--- config.mk ---
export PLATFORM = sky130hd
export DESIGN_NAME = bpl_ports
export DESIGN_NICKNAME = d
export VERILOG_FILES = /design/src/pkg/bpl_pkg.sv /design/src/rtl/bpl_ports.sv
export SDC_FILE = /design/constraint.sdc
export NUM_CORES = 2
export LEC_CHECK = 0
export BUFFER_PORTS_ARGS = -buffer_cell sky130_fd_sc_hd__buf_4
export CAP_MARGIN = 5
export CORE_AREA = 2 2 492 494
export CTS_BUF_LIST = sky130_fd_sc_hd__clkbuf_2
export CTS_CLUSTER_DIAMETER = 50
export DETAILED_ROUTE_END_ITERATION = 7
export DIE_AREA = 0 0 494 496
export PLACE_DENSITY = 0.41
export SYNTH_ARGS = -nofsm -noshare
export SYNTH_HDL_FRONTEND = slang
export SYNTH_SLANG_ARGS = --single-unit
--- constraint.sdc ---
create_clock -name pclk -period 2.28 [get_ports pclk]
set_input_delay 0.228 -clock pclk [delete_from_list [all_inputs] [get_ports pclk]]
set_output_delay 0.228 -clock pclk [all_outputs]
set_load 0.05 [all_outputs]
--- src/pkg/bpl_pkg.sv ---
// Constants, masks and carrier types for the bidirectional port lines block.
//
// Behaviour
// - Sample every pin each state time, any direction.
// - Input line: write latch, read pin.
// - Input line: read-modify-write sources pin, stores latch.
// - Direction one drives written value on pin.
// - Output line: reads return output latch.
// - Some ports: per-bit push-pull or open drain.
// - Threshold chosen per byte via select bits, except port six, which has none.
// - Direction and drive independent of threshold.
// - Alternate output drives pin only when output.
// - Pin is latch AND alternate data, except PWM.
// - Output line feeds latch to alternate input.
// - After reset every line is input.
// - Some alternate outputs self-configure as output.
// - External bus mode switches direction by hardware.
// - Port three lacks line fourteen entirely.
// - Port five is sixteen input-only lines.
package bpl_pkg;

  // ----------------------------------------------------------------------
  // Geometry and timing
  // ----------------------------------------------------------------------
  localparam int NUM_PORTS    = 9;   // Ports zero to eight.
  localparam int PORT_W       = 16;  // Widest port in lines.
  localparam int CLK_PERIOD_NS = 8;  // Bus clock period.
  localparam int STATE_TIME_NS = 16; // One state time.
  localparam int STATE_CYCLES  = (STATE_TIME_NS + CLK_PERIOD_NS - 1)
                                 / CLK_PERIOD_NS;

  // ----------------------------------------------------------------------
  // Register map, byte addresses
  // ----------------------------------------------------------------------
  localparam logic [11:0] OFS_DATA = 12'h000; // Output latch per port.
  localparam logic [11:0] OFS_DIR  = 12'h040; // Line direction bits.
  localparam logic [11:0] OFS_ODP  = 12'h080; // Drain mode select.
  localparam logic [11:0] OFS_SET  = 12'h0c0; // Read-modify-write set.
  localparam logic [11:0] OFS_CLR  = 12'h100; // Read-modify-write clear.
  localparam logic [11:0] OFS_THR  = 12'h140; // Threshold main and ext.
  localparam logic [3:0]  THR_MAIN_IDX = 4'h0; // Main select word.
  localparam logic [3:0]  THR_EXT_IDX  = 4'h1; // Extended select word.

  // ----------------------------------------------------------------------
  // Reset values
  // ----------------------------------------------------------------------
  localparam logic [15:0] RST_LATCH = 16'h0000;
  localparam logic [15:0] RST_DIR   = 16'h0000; // All lines input.
  localparam logic [15:0] RST_ODP   = 16'h0000;
  localparam logic [6:0]  RST_THR_MAIN = 7'h00;
  localparam logic [5:0]  RST_THR_EXT  = 6'h00;

  // ----------------------------------------------------------------------
  // Per-port line masks, port eight in the top word
  // ----------------------------------------------------------------------
  localparam logic [NUM_PORTS-1:0][15:0] IMPL_MASK = {16'h00ff, 16'h00ff,
    16'h00ff, 16'hffff, 16'h00ff, 16'hbfff, 16'hffff, 16'hffff, 16'hffff};
  localparam logic [NUM_PORTS-1:0][15:0] OUT_MASK = {16'h00ff, 16'h00ff,
    16'h00ff, 16'h0000, 16'h00ff, 16'hbfff, 16'hffff, 16'hffff, 16'hffff};
  localparam logic [NUM_PORTS-1:0][15:0] OD_MASK = {16'h00ff, 16'h00ff,
    16'h00ff, 16'h0000, 16'h00ff, 16'hbfff, 16'hffff, 16'h0000, 16'h0000};
  localparam logic [NUM_PORTS-1:0]       BUS_PORTS = 9'h003;

  // Threshold select index per byte: 0-6 main, 7-12 ext, 15 none.
  localparam logic [NUM_PORTS-1:0][3:0] THR_LO = {4'h6, 4'h5, 4'hf,
    4'hb, 4'h4, 4'h9, 4'h7, 4'h2, 4'h0};
  localparam logic [NUM_PORTS-1:0][3:0] THR_HI = {4'hf, 4'hf, 4'hf,
    4'hc, 4'hf, 4'ha, 4'h8, 4'h3, 4'h1};

  // ----------------------------------------------------------------------
  // Carrier types
  // ----------------------------------------------------------------------
  typedef struct packed {
    logic [15:0] o;  // Level driven while enabled.
    logic [15:0] oe; // High while the line drives its pin.
  } bpl_pad_drv_t;

  typedef struct packed {
    logic [15:0] en;       // Alternate output selected per line.
    logic [15:0] data;     // Alternate output data.
    logic [15:0] bypass;   // Line is a PWM output, latch not ANDed.
    logic [15:0] auto_dir; // Alternate forces output after reset.
  } bpl_alt_out_t;

  typedef struct packed {
    logic en;    // Multiplexed external bus enabled on ports 0 and 1.
    logic drive; // Bus phase drives address when high.
  } bpl_bus_ctl_t;

endpackage

--- src/rtl/bpl_ports.sv ---
// Parallel port lines with APB control registers and alternate paths.
//
// The register addresses and register access over APB were left to the implementer.
`timescale 1ns/100ps
module bpl_ports #(
  parameter int STATE_DIV = bpl_pkg::STATE_CYCLES // Cycles per state time.
) (
  input  wire logic                         pclk,
  input  wire logic                         presetn,
  input  wire logic                         psel,
  input  wire logic                         penable,
  input  wire logic                         pwrite,
  input  wire logic [11:0]                  paddr,
  input  wire logic [31:0]                  pwdata,
  output logic      [31:0]                  prdata,
  output logic                              pready,
  output logic                              pslverr,
  input  wire logic [8:0][15:0]             pad_i,
  output bpl_pkg::bpl_pad_drv_t [8:0]       pad_drv,
  input  wire bpl_pkg::bpl_alt_out_t [8:0]  alt_out,
  input  wire bpl_pkg::bpl_bus_ctl_t        bus_ctl,
  output logic      [8:0][15:0]             alt_in,
  output logic      [8:0][1:0]              pad_thr_cmos
);

  // ----------------------------------------------------------------------
  // Elaboration check
  // ----------------------------------------------------------------------
  if (STATE_DIV < 1 || STATE_DIV > 255) begin : g_bad_div
    $error("STATE_DIV must lie between 1 and 255.");
  end

  // ----------------------------------------------------------------------
  // State
  // ----------------------------------------------------------------------
  logic [8:0][15:0] latch;          // Output latches.
  logic [8:0][15:0] next_latch;
  logic [8:0][15:0] dir;            // Line direction bits.
  logic [8:0][15:0] next_dir;
  logic [8:0][15:0] odp;            // Drain mode select bits.
  logic [8:0][15:0] next_odp;
  logic [6:0]       thr_main;       // Threshold select main.
  logic [6:0]       next_thr_main;
  logic [5:0]       thr_ext;        // Threshold select ext.
  logic [5:0]       next_thr_ext;
  logic [8:0][15:0] sync1;          // First synchroniser stage.
  logic [8:0][15:0] sync2;          // Second stage.
  logic [8:0][15:0] sync3;          // Third stage.
  logic [8:0][15:0] in_latch;       // Input latches.
  logic [8:0][15:0] next_in_latch;
  logic [7:0]       div_cnt;        // State time divider.
  logic [7:0]       next_div_cnt;
  logic             state_tick;     // One pulse per state time.

  // ----------------------------------------------------------------------
  // Combinational views of the lines
  // ----------------------------------------------------------------------
  logic [8:0][15:0] eff_dir;        // Direction after hardware overrides.
  logic [8:0][15:0] out_val;        // Value the line wants on its pin.
  logic [8:0][15:0] rb;             // Software read view of each port.
  logic [15:0]      thr_all;        // Threshold bits in one vector.

  // Decoded APB fields.
  logic [5:0]       region;         // Which register group.
  logic [3:0]       pidx;           // Port index inside a group.
  logic             hit;            // Address maps to a register.
  logic             wr_en;          // Write takes effect this edge.

  assign region = paddr[11:6];
  assign pidx   = paddr[5:2];
  assign wr_en  = psel & penable & pwrite & hit;
  assign pready = 1'b1;
  assign thr_all = {3'b000, thr_ext, thr_main};

  // Address decode: five port groups plus the threshold pair.
  always_comb begin
    hit = 1'b0;
    if (paddr[1:0] == 2'b00) begin
      if (region < bpl_pkg::OFS_THR[11:6]) begin
        hit = (pidx < 4'(bpl_pkg::NUM_PORTS));
      end else if (region == bpl_pkg::OFS_THR[11:6]) begin
        hit = (pidx <= bpl_pkg::THR_EXT_IDX);
      end
    end
  end

  // ----------------------------------------------------------------------
  // Per-line pin logic, one instance per port
  // ----------------------------------------------------------------------
  for (genvar p = 0; p < bpl_pkg::NUM_PORTS; p++) begin : g_port
    logic [15:0] od_eff; // Open drain bits that apply to this port.
    logic [15:0] bus_dir; // Direction while the external bus owns it.

    // Hardware overrides direction while the bus owns the port.
    assign bus_dir = {16{bus_ctl.drive}};
    assign eff_dir[p] = bpl_pkg::OUT_MASK[p] &
      ((bpl_pkg::BUS_PORTS[p] && bus_ctl.en) ? bus_dir :
       (dir[p] | alt_out[p].auto_dir));

    // Alternate data is ANDed with the latch unless the line is PWM.
    // The choice is made bit by bit, since PWM lines sit among others.
    assign out_val[p] = (alt_out[p].en & alt_out[p].bypass &
      alt_out[p].data) |
      (alt_out[p].en & ~alt_out[p].bypass & alt_out[p].data &
       latch[p]) |
      (~alt_out[p].en & latch[p]);

    // Open drain only pulls low, so a high value releases the pin.
    assign od_eff = odp[p] & bpl_pkg::OD_MASK[p];
    assign pad_drv[p].oe = eff_dir[p] & ~(od_eff & out_val[p]);
    assign pad_drv[p].o  = out_val[p] & ~od_eff;

    // Reads see the latch on outputs and the sampled pin on inputs.
    assign rb[p] = bpl_pkg::IMPL_MASK[p] &
      ((eff_dir[p] & latch[p]) | (~eff_dir[p] & in_latch[p]));

    // An output line hands its latch to the peripheral input.
    assign alt_in[p] = bpl_pkg::IMPL_MASK[p] &
      ((eff_dir[p] & latch[p]) | (~eff_dir[p] & in_latch[p]));

    // Pad threshold selects per byte.
    assign pad_thr_cmos[p] = {thr_all[bpl_pkg::THR_HI[p]],
                              thr_all[bpl_pkg::THR_LO[p]]};
  end

  // ----------------------------------------------------------------------
  // Register file next values
  // ----------------------------------------------------------------------
  // Writes land at the access edge and drive pins the next cycle.
  always_comb begin
    next_latch    = latch;
    next_dir      = dir;
    next_odp      = odp;
    next_thr_main = thr_main;
    next_thr_ext  = thr_ext;
    prdata        = 32'h0000_0000;
    pslverr       = psel & penable & ~hit;
    for (int p = 0; p < bpl_pkg::NUM_PORTS; p++) begin
      if (pidx == 4'(p)) begin
        // Plain write lands in the latch whatever the direction.
        if (wr_en && region == bpl_pkg::OFS_DATA[11:6]) begin
          next_latch[p] = pwdata[15:0] & bpl_pkg::IMPL_MASK[p];
        end
        if (wr_en && region == bpl_pkg::OFS_DIR[11:6]) begin
          next_dir[p] = pwdata[15:0] & bpl_pkg::OUT_MASK[p];
        end
        if (wr_en && region == bpl_pkg::OFS_ODP[11:6]) begin
          next_odp[p] = pwdata[15:0] & bpl_pkg::OD_MASK[p];
        end
        // Set and clear read the line view, modify, and store the latch.
        if (wr_en && region == bpl_pkg::OFS_SET[11:6]) begin
          next_latch[p] = rb[p] | (pwdata[15:0] &
                                   bpl_pkg::IMPL_MASK[p]);
        end
        if (wr_en && region == bpl_pkg::OFS_CLR[11:6]) begin
          next_latch[p] = rb[p] & ~pwdata[15:0];
        end
        // Read data for the port groups.
        if (region == bpl_pkg::OFS_DATA[11:6]) begin
          prdata = {16'h0000, rb[p]};
        end else if (region == bpl_pkg::OFS_DIR[11:6]) begin
          prdata = {16'h0000, dir[p]};
        end else if (region == bpl_pkg::OFS_ODP[11:6]) begin
          prdata = {16'h0000, odp[p]};
        end else if (region == bpl_pkg::OFS_SET[11:6] ||
                     region == bpl_pkg::OFS_CLR[11:6]) begin
          prdata = {16'h0000, latch[p]};
        end
      end
    end
    // Threshold selects, kept per byte.
    if (region == bpl_pkg::OFS_THR[11:6]) begin
      if (pidx == bpl_pkg::THR_MAIN_IDX) begin
        prdata = {25'h0, thr_main};
        if (wr_en) begin
          next_thr_main = pwdata[6:0];
        end
      end else if (pidx == bpl_pkg::THR_EXT_IDX) begin
        prdata = {26'h0, thr_ext};
        if (wr_en) begin
          next_thr_ext = pwdata[5:0];
        end
      end
    end
    if (!hit) begin
      prdata = 32'h0000_0000;
    end
  end

  // Register file flops.
  always_ff @(posedge pclk or negedge presetn) begin
    if (!presetn) begin
      latch    <= {bpl_pkg::NUM_PORTS{bpl_pkg::RST_LATCH}};
      dir      <= {bpl_pkg::NUM_PORTS{bpl_pkg::RST_DIR}};
      odp      <= {bpl_pkg::NUM_PORTS{bpl_pkg::RST_ODP}};
      thr_main <= bpl_pkg::RST_THR_MAIN;
      thr_ext  <= bpl_pkg::RST_THR_EXT;
    end else begin
      latch    <= next_latch;
      dir      <= next_dir;
      odp      <= next_odp;
      thr_main <= next_thr_main;
      thr_ext  <= next_thr_ext;
    end
  end

  // ----------------------------------------------------------------------
  // Pin sampling
  // ----------------------------------------------------------------------
  // A bit is taken only once stages two and three agree, on each tick.
  // A bit still in flight between the stages keeps its old value instead.
  always_comb begin
    state_tick    = (div_cnt == 8'(STATE_DIV - 1));
    next_div_cnt  = state_tick ? 8'h00 : div_cnt + 8'h01;
    next_in_latch = in_latch;
    if (state_tick) begin
      for (int p = 0; p < bpl_pkg::NUM_PORTS; p++) begin
        next_in_latch[p] = bpl_pkg::IMPL_MASK[p] &
          ((~(sync2[p] ^ sync3[p]) & sync3[p]) |
           ((sync2[p] ^ sync3[p]) & in_latch[p]));
      end
    end
  end

  // Sampling flops; the first stage feeds only the second.
  always_ff @(posedge pclk or negedge presetn) begin
    if (!presetn) begin
      sync1    <= '0;
      sync2    <= '0;
      sync3    <= '0;
      in_latch <= '0;
      div_cnt  <= 8'h00;
    end else begin
      sync1    <= pad_i;
      sync2    <= sync1;
      sync3    <= sync2;
      in_latch <= next_in_latch;
      div_cnt  <= next_div_cnt;
    end
  end
endmodule

==> results.toml <==
[logic_synthesis]
synth_common_cells = "dfrtp_1, a21oi_1, nor2_1"
synth_area_per_cell_um2 = 10.2
ys_async_sr_fraction_pct = 100
yosysWarnings = 0
yosysSeqAreaShare_pct = 55.0
ys_seq_elements = 734
synthesis.area_um2 = 33400
yosys.area.top_type_share_pct = 55.0
ys_types = 80
synth_edf_count = 0
yosysTopAreaCell = "dfrtp_1"
synth_area_leaders = "dfrtp_1, mux2_2, a21oi_1, o21ai_0, nor2_1"
synth_most_common_cell = "dfrtp_1"
syn_inst = 3282
synthFlopType = "dfrtp_1"

[die]
start_util_pct = 13.9
num_rows = 180
die-area_um2 = 245000
core-area_um2 = 240000
die_x_um = 494
ios = 1255
die_h_um = 496

[detailed_routing]
wirelength_um = 257000
top_layer = "met5"
met1_length_um = 109000
post_drt_wl_per_cell_um = 27.8
ant_nets = 0
dr_wl_met2_um = 115000
avgViaCountPerCell = 4.06
drc = 0
detail_route.first_pass.iterations = 5
routed-wl-met3_um = 22600
vias = 37500
drtIter0Drc = 2104

[timing]
min_period_ps = 4020
clock_skew_ps = 103
worstMarginPinSlew_ps = 1140
whs_ps = -868
slew_headroom_pct = 24.2
tns_ps = -264970
fin_crit_sh_pct = 176
rsz0062_at_grt = "yes"
fmax_ghz = 0.249
setup_viol = 413
drv_slew = 0
fin_ws_ps = -1740
final-hold-violation-count = 84

[clocking]
clkTransAtPathRegs_ps = 100
cts_buffers = 225
clkSinkCount = 734
clk_latency_ps = 1710
clk_path_buf_depth = 3
cts_tree = "yes"
htreeDepth = 4
root_buffer = "clkbuf_2"

[place]
dpl.cell_count = 8099
numPortBuffers = 1052
placed_area_um2 = 51200
hpwl_um = 206000
place_congestion = 0.900

[worst_hold_path]
hold_path.class = "input pin to register"

[job]
maxCapViolations = 0

[critical_path]
crit_chain = "nor3_4, nor2_4, mux2_4, o311ai_2, a32o_2, a211oi_4, buf_6"
worstSetupPathType = "register to output port"
crit_arrival_ps = 3790
crit_path_max_incr_delay_ps = 480
rrSetupSlack_ps = 190
setup.worst_path.start_class = "register"
worstPathMaxFanout = 2
crit_required_ps = 2050
slowest_stage = "dfrtp_2"
critPathCaptureType = "output port"

[grt]
grt_pass1_vias = 38100
grt.overflow.total = 0
antenna_found_initial = 74
grt_max_degree = 95
grt_pass1_wl_um = 335000
gr-usage-all-layers_pct = 20.2

[final_layout]
drive_gt1_share_pct = 52.7
layoutNonFillerInstCount = 9233
nFillCells = 25300
fin_area_um2 = 67200
nets = 6618
area_growth_pct = 101

[outcome]
outcome = "finished, violations left"
violations = "negative hold slack, negative setup slack"

[power]
leakage_nw = 30.8
irDropWorstVdd_mv = 0.464
p_per_area_nw_per_um2 = 500
## per-stage QoR
stage / util [%] / power [mW] / setup WS, ps
3_3_place_gp: 21.4 / 20.7 / -1190
6_report: 28.0 / 33.6 / -1740
2_1_floorplan: - / 17.1 / -173
5_1_grt: 28.0 / 35.3 / -2040
4_1_cts: 26.8 / 33.7 / -2230
3_5_place_dp: 21.4 / 20.7 / -1180
## cell families after synthesis
kind of cell,after synthesis,share of synthesized area (%)
adder cells (fa/ha/maj),2,0.0750
AND/OR/NAND/NOR,768,10.8
multiplexers,254,8.56
AO/OA/AOI/OAI,1043,18.5
flip-flops,734,55.0
buffers and inverters,473,6.89
other,2,0.0225
XOR/XNOR,6,0.157
## cells in the final DEF, fill, tap and decap left out, types with 35 or more instances in the layout
cell / count
buf_4: 1273
dfrtp_1: 649
dlygate4sd3_1: 586
buf_6: 362
clkbuf_2: 324
o21ai_0: 251
buf_12: 215
inv_1: 211
nor2_1: 193
a21oi_1: 192
nand2_1: 180
mux2_2: 168
a21oi_2: 148
a31oi_1: 114
conb_1: 104
dfrtp_2: 85
mux2_4: 80
nor2_4: 75
a21oi_4: 65
buf_8: 56
clkinv_1: 54
nor2_2: 52
and3_1: 39
o22ai_1: 38
nor2b_4: 35
## report_power, final
part | internal, mW | switching [mW]
Sequential | 13.5 | 0.375
Clock | 4.09 | 6.63
Combinational | 4.07 | 4.94
Total | 21.6 | 11.9
## layout make-up
class / count / area (um2) / share of cell area [%]
Timing Repair Buffer: 2494 / 24700 / 36.8
Sequential cell: 734 / 18500 / 27.5
Multi-Input combinational cell: 2177 / 17100 / 25.5
Tap cell: 3185 / 3990 / 5.93
Clock buffer: 324 / 1620 / 2.41
Inverter: 213 / 805 / 1.20
Clock inverter: 79 / 427 / 0.635
Antenna cell: 27 / 67.6 / 0.101
## path summary, 6_finish.rpt
| check | to | start | cells past startpoint |
|---|---|---|---|
| max | prdata[3] | dir[19] | 7 |
| min | latch[47] | alt_out[143] | 5 |
| max reg2reg | latch[22] | dir[22] | 8 |
| min reg2reg | sync2[24] | sync1[24] | 0 |
| max in group asynchronous | async pin | presetn | 8 |
| min in group asynchronous | sync2[22] | presetn | 6 |
## worst max-delay path: cells and delay by family, from the launching register on
family / cells / cell delay, ps
mux: 1 / 280
flops: 1 / 480
simple gates: 2 / 230
compound gates: 3 / 800
buf+inv: 1 / 250
## metal layers
metal  global-route usage, %  vias to the layer above
li1                        -                    16800
met1                    25.5                    18700
met2                    31.9                     1596
met4                    6.92                       32
met3                    7.08                      362
met5                       0                        -
## timing repair
action,4_1_cts,5_1_grt
hold buffers,535,62
pin swaps,195,140
hold endpoints to repair,1127,109
setup buffers,112,92
setup endpoints to repair,347,415
cloned,0,0
gates resized for setup,1268,483
No activity file was read; power rests on OpenSTA's default activity.
